## config.mk

```make
export PLATFORM = sky130hd
export DESIGN_NAME = urxsr_top
export DESIGN_NICKNAME = d
export VERILOG_FILES = /design/src/urxsr_pkg.sv /design/src/urxsr_tick.sv /design/src/urxsr_top.sv
export SDC_FILE = /design/constraint.sdc
export NUM_CORES = 1
export LEC_CHECK = 0
export BUFFER_PORTS_ARGS = -buffer_cell sky130_fd_sc_hd__buf_2
export CORE_ASPECT_RATIO = 1.2
export CORE_MARGIN = 4
export CORE_UTILIZATION = 45
export DETAILED_ROUTE_END_ITERATION = 7
export PLACE_DENSITY = 0.73
export SETUP_SLACK_MARGIN = 0.02
export SYNTH_ARGS = -nofsm -noshare
export SYNTH_HDL_FRONTEND = slang
export SYNTH_SLANG_ARGS = --single-unit
```

## constraint.sdc

```tcl
create_clock -name clock -period 4.93 [get_ports clock]
set_clock_uncertainty 0.15 [all_clocks]
set_input_delay 0.493 -clock clock [delete_from_list [all_inputs] [get_ports clock]]
set_output_delay 0.493 -clock clock [all_outputs]
set_load 0.005 [all_outputs]
```

## src/urxsr_pkg.sv

```systemverilog
package urxsr_pkg;
   // ==========================================================
   // register map
   localparam logic [7:0] ADDR_CTRL   = 8'h00;
   localparam logic [7:0] ADDR_BAUD   = 8'h04;
   localparam logic [7:0] ADDR_STATUS = 8'h08;
   localparam logic [7:0] ADDR_CLEAR  = 8'h0c;
   localparam logic [7:0] ADDR_ENABLE = 8'h10;
   localparam logic [7:0] ADDR_DATA   = 8'h14;
   // ==========================================================
   // field positions
   localparam int CTRL_RX_EN   = 0;
   localparam int CTRL_NINE    = 1;
   localparam int STAT_FULL    = 0;
   localparam int STAT_NOISE   = 1;
   localparam int STAT_FRAME   = 2;
   localparam int STAT_W       = 3;
   localparam int BAUD_W       = 16;
   localparam int DATA_W       = 9;
   // ==========================================================
   // reset values
   localparam logic [1:0]        CTRL_RST   = 2'h0;
   localparam logic [BAUD_W-1:0] BAUD_RST   = 16'h0000;
   localparam logic [STAT_W-1:0] ENABLE_RST = 3'h0;
   // ==========================================================
   // oversampling slots
   localparam logic [4:0] SLOTS      = 5'h10;
   localparam logic [4:0] SLOT_FIRST = 5'h01;
   localparam logic [4:0] SLOT_V0    = 5'h03;
   localparam logic [4:0] SLOT_V1    = 5'h05;
   localparam logic [4:0] SLOT_V2    = 5'h07;
   localparam logic [4:0] SLOT_M0    = 5'h08;
   localparam logic [4:0] SLOT_M1    = 5'h09;
   localparam logic [4:0] SLOT_M2    = 5'h0a;
   // ==========================================================
   // bus responses
   localparam logic [1:0] RESP_OKAY   = 2'h0;
   localparam logic [1:0] RESP_SLVERR = 2'h2;
   // ==========================================================
   // receiver states
   typedef enum logic [1:0] {
      URXSR_IDLE,
      URXSR_START,
      URXSR_DATA,
      URXSR_STOP
   } urxsr_state_t;
endpackage : urxsr_pkg

```

## src/urxsr_tick.sv

```systemverilog
`timescale 1ns/1ns
`default_nettype none
module urxsr_tick #(
   parameter int W = 16
) (
   input  wire logic         clock,
   input  wire logic         rstn,
   input  wire logic [W-1:0] divisor,
   output logic              tick
);
   // ==========================================================
   // divider: one pulse every divisor clocks, none when zero
   initial begin
      if (W < 2) $error("urxsr_tick: W too small");
   end

   logic [W-1:0] cnt_q;
   logic [W-1:0] cnt_d;
   logic         tick_d;

   always_comb begin
      cnt_d  = cnt_q + {{(W-1){1'b0}}, 1'b1};
      tick_d = 1'b0;
      if (divisor == '0) begin
         cnt_d = '0;
      end else if (cnt_q >= divisor - {{(W-1){1'b0}}, 1'b1}) begin
         cnt_d  = '0;
         tick_d = 1'b1;
      end
   end

   always_ff @(posedge clock or negedge rstn) begin
      if (!rstn) begin
         cnt_q <= '0;
         tick  <= 1'b0;
      end else begin
         cnt_q <= cnt_d;
         tick  <= tick_d;
      end
   end
endmodule : urxsr_tick
`default_nettype wire

```

## src/urxsr_top.sv

```systemverilog
`timescale 1ns/1ns
`default_nettype none
module urxsr_top #(
   parameter int BAUD_W = urxsr_pkg::BAUD_W
) (
   input  wire logic        clock,
   input  wire logic        rstn,
   input  wire logic        rx_pin,
   output logic             irq,
   input  wire logic [7:0]  s_axi_awaddr,
   input  wire logic        s_axi_awvalid,
   output logic             s_axi_awready,
   input  wire logic [31:0] s_axi_wdata,
   input  wire logic [3:0]  s_axi_wstrb,
   input  wire logic        s_axi_wvalid,
   output logic             s_axi_wready,
   output logic [1:0]       s_axi_bresp,
   output logic             s_axi_bvalid,
   input  wire logic        s_axi_bready,
   input  wire logic [7:0]  s_axi_araddr,
   input  wire logic        s_axi_arvalid,
   output logic             s_axi_arready,
   output logic [31:0]      s_axi_rdata,
   output logic [1:0]       s_axi_rresp,
   output logic             s_axi_rvalid,
   input  wire logic        s_axi_rready
);
   initial begin
      if (BAUD_W < 2 || BAUD_W > 32) $error("urxsr_top: bad BAUD_W");
   end

   localparam int SW = urxsr_pkg::STAT_W;
   localparam int DW = urxsr_pkg::DATA_W;

   // ==========================================================
   // register state
   logic [1:0]        ctrl_q,   ctrl_d;
   logic [BAUD_W-1:0] baud_q,   baud_d;
   logic [SW-1:0]     enable_q, enable_d;
   logic [SW-1:0]     status_register_one_q, status_register_one_d;
   logic [DW-1:0]     rbuf_q,   rbuf_d;
   logic              bvalid_q, bvalid_d;
   logic [1:0]        bresp_q,  bresp_d;
   logic              rvalid_q, rvalid_d;
   logic [1:0]        rresp_q,  rresp_d;
   logic [31:0]       rdata_q,  rdata_d;
   logic [SW-1:0]     clr_bits;
   logic [SW-1:0]     set_bits;
   logic              load_buf;
   logic [DW-1:0]     load_val;
   logic              wr_go;
   logic              rd_go;

   // ==========================================================
   // receive line synchroniser and oversample tick
   logic rx_meta_q;
   logic rx_sync_q;
   logic oversample_tick;

   always_ff @(posedge clock or negedge rstn) begin
      if (!rstn) begin
         rx_meta_q <= 1'b1;
         rx_sync_q <= 1'b1;
      end else begin
         rx_meta_q <= rx_pin;
         rx_sync_q <= rx_meta_q;
      end
   end

   urxsr_tick #(
      .W (BAUD_W)
   ) u_tick (
      .clock   (clock),
      .rstn    (rstn),
      .divisor (baud_q),
      .tick    (oversample_tick)
   );

   // ==========================================================
   // receiver
   urxsr_pkg::urxsr_state_t state_q, state_d;
   logic [2:0]    hist_q,  hist_d;
   logic          prev_q,  prev_d;
   logic [4:0]    slot_q,  slot_d;
   logic [1:0]    vote_q,  vote_d;
   logic [3:0]    bidx_q,  bidx_d;
   logic [DW-1:0] shift_q, shift_d;
   logic          last_q,  last_d;
   logic          smp;
   logic          fall;
   logic [1:0]    ones;
   logic          maj;
   logic          differ;
   logic [3:0]    last_idx;

   always_comb begin
      state_d  = state_q;
      hist_d   = hist_q;
      prev_d   = prev_q;
      slot_d   = slot_q;
      vote_d   = vote_q;
      bidx_d   = bidx_q;
      shift_d  = shift_q;
      last_d   = last_q;
      set_bits = '0;
      load_buf = 1'b0;
      load_val = '0;
      smp      = rx_sync_q;
      fall     = prev_q & ~rx_sync_q;
      ones     = {1'b0, vote_q[0]} + {1'b0, vote_q[1]} + {1'b0, smp};
      maj      = ones[1];
      differ   = (ones != 2'h0) && (ones != 2'h3);
      last_idx = ctrl_q[urxsr_pkg::CTRL_NINE] ? 4'h8 : 4'h7;
      if (!ctrl_q[urxsr_pkg::CTRL_RX_EN]) begin
         state_d = urxsr_pkg::URXSR_IDLE;
         hist_d  = '0;
         slot_d  = '0;
      end else if (oversample_tick) begin
         prev_d = smp;
         slot_d = slot_q + 5'h01;
         unique case (state_q)
            urxsr_pkg::URXSR_IDLE: begin
               hist_d = {hist_q[1:0], smp};
               slot_d = '0;
               if (!smp && hist_q == 3'h7) begin
                  state_d = urxsr_pkg::URXSR_START;
                  slot_d  = urxsr_pkg::SLOT_FIRST + 5'h01;
               end
            end
            urxsr_pkg::URXSR_START: begin
               if (slot_q == urxsr_pkg::SLOT_V0) vote_d[0] = smp;
               if (slot_q == urxsr_pkg::SLOT_V1) vote_d[1] = smp;
               if (slot_q == urxsr_pkg::SLOT_V2) begin
                  if (ones[1]) begin
                     state_d = urxsr_pkg::URXSR_IDLE;
                     slot_d  = '0;
                     hist_d  = '0;
                  end else if (ones == 2'h1) begin
                     set_bits[urxsr_pkg::STAT_NOISE] = 1'b1;
                  end
               end
               if ((slot_q == urxsr_pkg::SLOT_M0 ||
                    slot_q == urxsr_pkg::SLOT_M1 ||
                    slot_q == urxsr_pkg::SLOT_M2) && smp) begin
                  set_bits[urxsr_pkg::STAT_NOISE] = 1'b1;
               end
               if (slot_q == urxsr_pkg::SLOTS) begin
                  state_d = urxsr_pkg::URXSR_DATA;
                  slot_d  = urxsr_pkg::SLOT_FIRST;
                  bidx_d  = '0;
                  last_d  = 1'b0;
               end
            end
            urxsr_pkg::URXSR_DATA: begin
               if (slot_q == urxsr_pkg::SLOT_M0) vote_d[0] = smp;
               if (slot_q == urxsr_pkg::SLOT_M1) vote_d[1] = smp;
               if (slot_q == urxsr_pkg::SLOT_M2) begin
                  shift_d = {maj, shift_q[DW-1:1]};
                  last_d  = maj;
                  if (differ) set_bits[urxsr_pkg::STAT_NOISE] = 1'b1;
               end
               if (last_q && fall && slot_q < urxsr_pkg::SLOT_M0) begin
                  slot_d = urxsr_pkg::SLOT_FIRST + 5'h01;
               end
               if (slot_q == urxsr_pkg::SLOTS ||
                   (last_q && fall && slot_q > urxsr_pkg::SLOT_M2)) begin
                  slot_d = urxsr_pkg::SLOT_FIRST;
                  if (bidx_q == last_idx) begin
                     state_d = urxsr_pkg::URXSR_STOP;
                  end else begin
                     bidx_d = bidx_q + 4'h1;
                  end
               end
            end
            urxsr_pkg::URXSR_STOP: begin
               if (slot_q == urxsr_pkg::SLOT_M0) vote_d[0] = smp;
               if (slot_q == urxsr_pkg::SLOT_M1) vote_d[1] = smp;
               if (slot_q == urxsr_pkg::SLOT_M2) begin
                  load_buf = 1'b1;
                  set_bits[urxsr_pkg::STAT_FULL] = 1'b1;
                  if (!maj) begin
                     set_bits[urxsr_pkg::STAT_FRAME] = 1'b1;
                  end
                  if (differ) set_bits[urxsr_pkg::STAT_NOISE] = 1'b1;
                  if (ctrl_q[urxsr_pkg::CTRL_NINE]) begin
                     load_val = shift_q;
                  end else begin
                     load_val = {1'b0, shift_q[DW-1:1]};
                  end
                  if (!maj && load_val == '0) begin
                     load_val = '0;
                  end
                  state_d = urxsr_pkg::URXSR_IDLE;
                  hist_d  = '0;
                  slot_d  = '0;
               end
            end
         endcase
      end
   end

   always_ff @(posedge clock or negedge rstn) begin
      if (!rstn) begin
         state_q <= urxsr_pkg::URXSR_IDLE;
         hist_q  <= '0;
         prev_q  <= 1'b1;
         slot_q  <= '0;
         vote_q  <= '0;
         bidx_q  <= '0;
         shift_q <= '0;
         last_q  <= 1'b0;
      end else begin
         state_q <= state_d;
         hist_q  <= hist_d;
         prev_q  <= prev_d;
         slot_q  <= slot_d;
         vote_q  <= vote_d;
         bidx_q  <= bidx_d;
         shift_q <= shift_d;
         last_q  <= last_d;
      end
   end

   // ==========================================================
   // bus slave and status
   function automatic logic [31:0] merge(input logic [31:0] old,
                                         input logic [31:0] nw,
                                         input logic [3:0]  be);
      logic [31:0] r;
      r = old;
      for (int i = 0; i < 4; i++) begin
         if (be[i]) r[i*8 +: 8] = nw[i*8 +: 8];
      end
      return r;
   endfunction : merge

   assign wr_go         = s_axi_awvalid & s_axi_wvalid & ~bvalid_q;
   assign rd_go         = s_axi_arvalid & ~rvalid_q;
   assign s_axi_awready = wr_go;
   assign s_axi_wready  = wr_go;
   assign s_axi_arready = rd_go;
   assign s_axi_bvalid  = bvalid_q;
   assign s_axi_bresp   = bresp_q;
   assign s_axi_rvalid  = rvalid_q;
   assign s_axi_rresp   = rresp_q;
   assign s_axi_rdata   = rdata_q;
   assign irq           = |(status_register_one_q & enable_q);

   always_comb begin
      logic [31:0] m;
      m        = '0;
      ctrl_d   = ctrl_q;
      baud_d   = baud_q;
      enable_d = enable_q;
      clr_bits = '0;
      bvalid_d = bvalid_q & ~s_axi_bready;
      bresp_d  = bresp_q;
      rvalid_d = rvalid_q & ~s_axi_rready;
      rresp_d  = rresp_q;
      rdata_d  = rdata_q;
      rbuf_d   = load_buf ? load_val : rbuf_q;
      if (wr_go) begin
         bvalid_d = 1'b1;
         bresp_d  = urxsr_pkg::RESP_OKAY;
         unique case (s_axi_awaddr)
            urxsr_pkg::ADDR_CTRL: begin
               m      = merge({30'h0, ctrl_q}, s_axi_wdata, s_axi_wstrb);
               ctrl_d = m[1:0];
            end
            urxsr_pkg::ADDR_BAUD: begin
               m      = merge({{(32-BAUD_W){1'b0}}, baud_q},
                              s_axi_wdata, s_axi_wstrb);
               baud_d = m[BAUD_W-1:0];
            end
            urxsr_pkg::ADDR_ENABLE: begin
               m        = merge({29'h0, enable_q}, s_axi_wdata, s_axi_wstrb);
               enable_d = m[SW-1:0];
            end
            urxsr_pkg::ADDR_CLEAR: begin
               if (s_axi_wstrb[0]) clr_bits = s_axi_wdata[SW-1:0];
            end
            urxsr_pkg::ADDR_STATUS, urxsr_pkg::ADDR_DATA: begin
            end
            default: bresp_d = urxsr_pkg::RESP_SLVERR;
         endcase
      end
      status_register_one_d = (status_register_one_q & ~clr_bits) | set_bits;
      if (rd_go) begin
         rvalid_d = 1'b1;
         rresp_d  = urxsr_pkg::RESP_OKAY;
         unique case (s_axi_araddr)
            urxsr_pkg::ADDR_CTRL:   rdata_d = {30'h0, ctrl_q};
            urxsr_pkg::ADDR_BAUD:   rdata_d = {{(32-BAUD_W){1'b0}}, baud_q};
            urxsr_pkg::ADDR_STATUS: rdata_d = {29'h0, status_register_one_q};
            urxsr_pkg::ADDR_CLEAR:  rdata_d = '0;
            urxsr_pkg::ADDR_ENABLE: rdata_d = {29'h0, enable_q};
            urxsr_pkg::ADDR_DATA:   rdata_d = {23'h0, rbuf_q};
            default: begin
               rdata_d = '0;
               rresp_d = urxsr_pkg::RESP_SLVERR;
            end
         endcase
      end
   end

   always_ff @(posedge clock or negedge rstn) begin
      if (!rstn) begin
         ctrl_q                <= urxsr_pkg::CTRL_RST;
         baud_q                <= BAUD_W'(urxsr_pkg::BAUD_RST);
         enable_q              <= urxsr_pkg::ENABLE_RST;
         status_register_one_q <= '0;
         rbuf_q                <= '0;
         bvalid_q              <= 1'b0;
         bresp_q               <= urxsr_pkg::RESP_OKAY;
         rvalid_q              <= 1'b0;
         rresp_q               <= urxsr_pkg::RESP_OKAY;
         rdata_q               <= '0;
      end else begin
         ctrl_q                <= ctrl_d;
         baud_q                <= baud_d;
         enable_q              <= enable_d;
         status_register_one_q <= status_register_one_d;
         rbuf_q                <= rbuf_d;
         bvalid_q              <= bvalid_d;
         bresp_q               <= bresp_d;
         rvalid_q              <= rvalid_d;
         rresp_q               <= rresp_d;
         rdata_q               <= rdata_d;
      end
   end
endmodule : urxsr_top
`default_nettype wire
```

==> results.yml <==
drt:
  drt_drc_violations_left: 0
  dr_total_vias: 4322
  wire_length_per_cell_um: 16.0
  first_pass_iters: 4
  drt_first_iter_violations: 250
  post_drt_via_cell_ratio: 5.56
  route.antenna.remaining_nets: 0
  postRouteWirelength_mm: 12.5
sta:
  fin_crit_ns: 3.93
  fin_ws_ns: 0.997
  slew-limit-headroom_pct: 20.7
  grt_setup_unrepaired: "false"
  timing.final.crit_share_pct: 79.8
  slew_violations: 0
  timing.setup.tns_ns: 0
  maxClockFrequency_mhz: 254
  worst_max_slew_pin_slew_ns: 1.18
  setup_viol: 0
  report.final.hold_viol_count: 0
power:
  p_leak_nw: 3.07
  power.density_nw_per_um2: 275
  power.ir.vdd_worst_mv: 0.167
  post-layout-total-power_mw: 1.72
die:
  initial_core_utilization_pct: 46.0
  design.die.area_um2: 14200
  chipHeight_um: 130
  num_rows: 44
  boundaryPins: 102
  core_box_area_um2: 12100
  die_w_um: 109
yosys:
  synth.avg_cell_area_um2: 10.0
  syn_area_um2: 5550
  yosys_warnings: 0
  synth_edf_count: 0
  synthFlopType: "dfrtp_1"
  yosysSeqAreaShare_pct: 44.7
  synth_largest_area_cell: "dfrtp_1"
  share_of_async_settable_or_async_resettable_flops_after_synthesis_pct: 100
  synth_top_cells_by_area: "dfrtp_1, ha_1, mux2_2, nand2_1, mux2i_1"
  yosys.cell_types.count: 67
  yosys_register_bits: 99
  syn-instance-count: 554
  share_of_the_synthesized_area_in_the_top_cell_type_pct: 43.3
critical_path:
  max_stage_delay_ns: 0.46
  crit_path_max_fanout: 17
  path_delay_family: "simple AND/OR/NAND/NOR gates"
  critical_path_buf_inv_count: 1
  worstPathCellList: "or3_1, or4_1, nor4_1, buf_4, nor2b_1, xnor2_1, ha_1, a21o_1, a21o_1, a211o_1, a211o_1, nor3_1"
  critical_path.startpoint_type: "register"
  cpMaxStageDelayCell: "a211o_1"
  critPathArrivalTime_ns: 4.03
  critPathCaptureType: "register"
  critPathRequiredTime_ns: 5.03
  crit_type: "register to register"
cells_and_area:
  syn2layout_area_growth_pct: 12.9
  area_taken_by_multi_input_logic_gates_um2: 2840
  final_layout_size_suffix_gt1_share_pct: 19.9
  num-fill-cells: 1067
  antenna_cells: 0
  sequential_cell_area_um2: 2480
  finalNetCount: 696
placement:
  gp_congestion: 0.905
  detailedPlacementHpwl_mm: 9.22
  preCtsSetupSlack_ns: 1.02
  io_buffers: 65
grt:
  initial_antenna_violation_count: 0
  globalRouteTotalUtil_pct: 18.6
  grt-ovfl-total: 0
  first_global_vias: 4205
  largest_net_degree_at_the_start_of_global_routing: 59
  grt_pass1_wl_mm: 20.8
clock_network:
  cts_root_buf: "clkbuf_16"
  cts.htree.levels: 3
  maximum_buffer_depth_of_the_clock_tree: 2
  postCtsResizedCells: 0
  cts.repair_timing.setup_buffer_count: 0
  cts.sink_count: 99
  cts_inserted_buffers: 9
  clk_pin_slew_ns: 0.07
  hold_buf_cts: 0
  tritoncts: "built"
  insertion_delay_ns: 0.35
min_path:
  min_delay_path_class: "input pin to async pin"
status:
  status: "completed"
job:
  maxcap_viol_count: 0
==> cell usage after synthesis, types with 2 or more instances <==
master and count:
a211oi_1 4, mux2_2 24, a2111oi_0 2, a31oi_1 4
and4b_1 2, o21a_1 2, o311ai_0 3, xnor2_1 14
nand3b_1 3, buf_2 2, buf_4 19, nand4_1 6
or3_1 2, a21oi_1 18, dfstp_2 3, nor3_1 28
a21o_1 6, nor2b_1 9, or4_1 5, a211o_1 2
nor4_1 4, inv_1 18, or3b_2 2, nor3b_1 2
xor2_1 16, a21boi_0 2, nand2_1 70, nand4b_1 3
nand3_1 18, mux2i_1 18, o21ai_0 29, dfrtp_1 96
and3_1 3, nand2b_1 6, mux4_2 2, a221oi_1 3
ha_1 23, nor2_1 30, a22o_1 9, o22a_1 2
clkbuf_1 14
==> kinds of logic after synthesis <==
group / after synthesis / share of synthesized area (%)
adders and majority gates: 24 / 5.55
AOI/OAI and AO/OA: 95 / 11.5
DFF: 99 / 44.7
other: 1 / 0.0676
xor gates and xnor gates: 30 / 4.74
muxes: 44 / 8.93
buffers and inverters: 55 / 5.19
and+or+nand+nor: 206 / 19.3
==> routing by layer <==
metal / GRT usage (%) / vias up / part of all wire, %
met1: 25.5 / 2105 / 44
met5: 0 / - / 0
met3: 2.59 / 16 / 6.0
met2: 29.7 / 141 / 48
met4: 7.41 / 0 / 1.9
li1: - / 2060 / -
==> final cells by class <==
cell class              instances  share of cell area [%]
flip-flops and latches         99                    39.6
clock inverters                 5                    1.20
well taps                     161                    3.22
multi-input cells             417                    45.4
repair buffers                 67                    5.48
inverters                      18                    1.08
clock buffers                  11                    4.04
==> layout by cell type, fill, tap and decap left out, types with 4 or more instances in the layout <==
master and instances:
a22o_1 9, nor2_1 30, mux2i_1 18, o21ai_0 29, conb_1 18, ha_1 23, nor2b_1 9, mux2_2 24
a21oi_1 18, nand2b_1 6, nor4_1 4, nand2_1 70, a211oi_1 4, xnor2_1 14, buf_2 64, clkbuf_16 9
a21o_1 6, nand3_1 18, nor3_1 28, or4_1 5, a31oi_1 4, inv_1 18, xor2_1 16, nand4_1 6
dfrtp_1 96
==> registers in the layout, summed over array words and instances (netlist names), 4 cells and up <==
register	count
baud_q	16
s_axi_rdata	16
slot_q	5
shift_q	9
bidx_q	4
rbuf_q	9
u_tick.cnt_q	16
==> path summary, 6_finish.rpt <==
path | start | end | slack (ns) | cells past startpoint
max | baud_q[3]$_DFFE_PN0P_ | u_tick.cnt_q[7]$_DFF_PN0_ | 1.0 | 12
max in group asynchronous | rstn | enable_q[1]$_DFFE_PN0P_ | 3.58 | 2
min in group clock | rx_pin | rx_meta_q$_DFF_PN1_ | 0.09 | 1
min reg2reg | rx_meta_q$_DFF_PN1_ | rx_sync_q$_DFF_PN1_ | 0.21 | 0
max reg2reg | baud_q[3]$_DFFE_PN0P_ | u_tick.cnt_q[7]$_DFF_PN0_ | 1.0 | 12
min | rstn | vote_q[1]$_DFFE_PN0P_ | 0.05 | 1
==> stage by stage <==
step / std cells / utilization (%) / cell area [µm²] / hold WS, ns
5_1_grt: 778 / 51.9 / 6260 / 0.0852
2_1_floorplan: 571 / - / 5610 / 0.0474
3_5_place_dp: 762 / 49.2 / 5930 / 0.198
4_1_cts: 778 / 51.9 / 6260 / 0.0815
6_report: 778 / 51.9 / 6260 / 0.0500
3_3_place_gp: 762 / 49.2 / 5930 / 0.196
==> power by group <==
group	leakage [nW]	switching, mW	total [mW]	internal [mW]
Clock	0.165	0.300	0.770	0.470
Combinational	1.55	0.0735	0.120	0.0470
Sequential	1.36	0.00914	0.830	0.821
No activity file was read; power rests on OpenSTA's default activity.
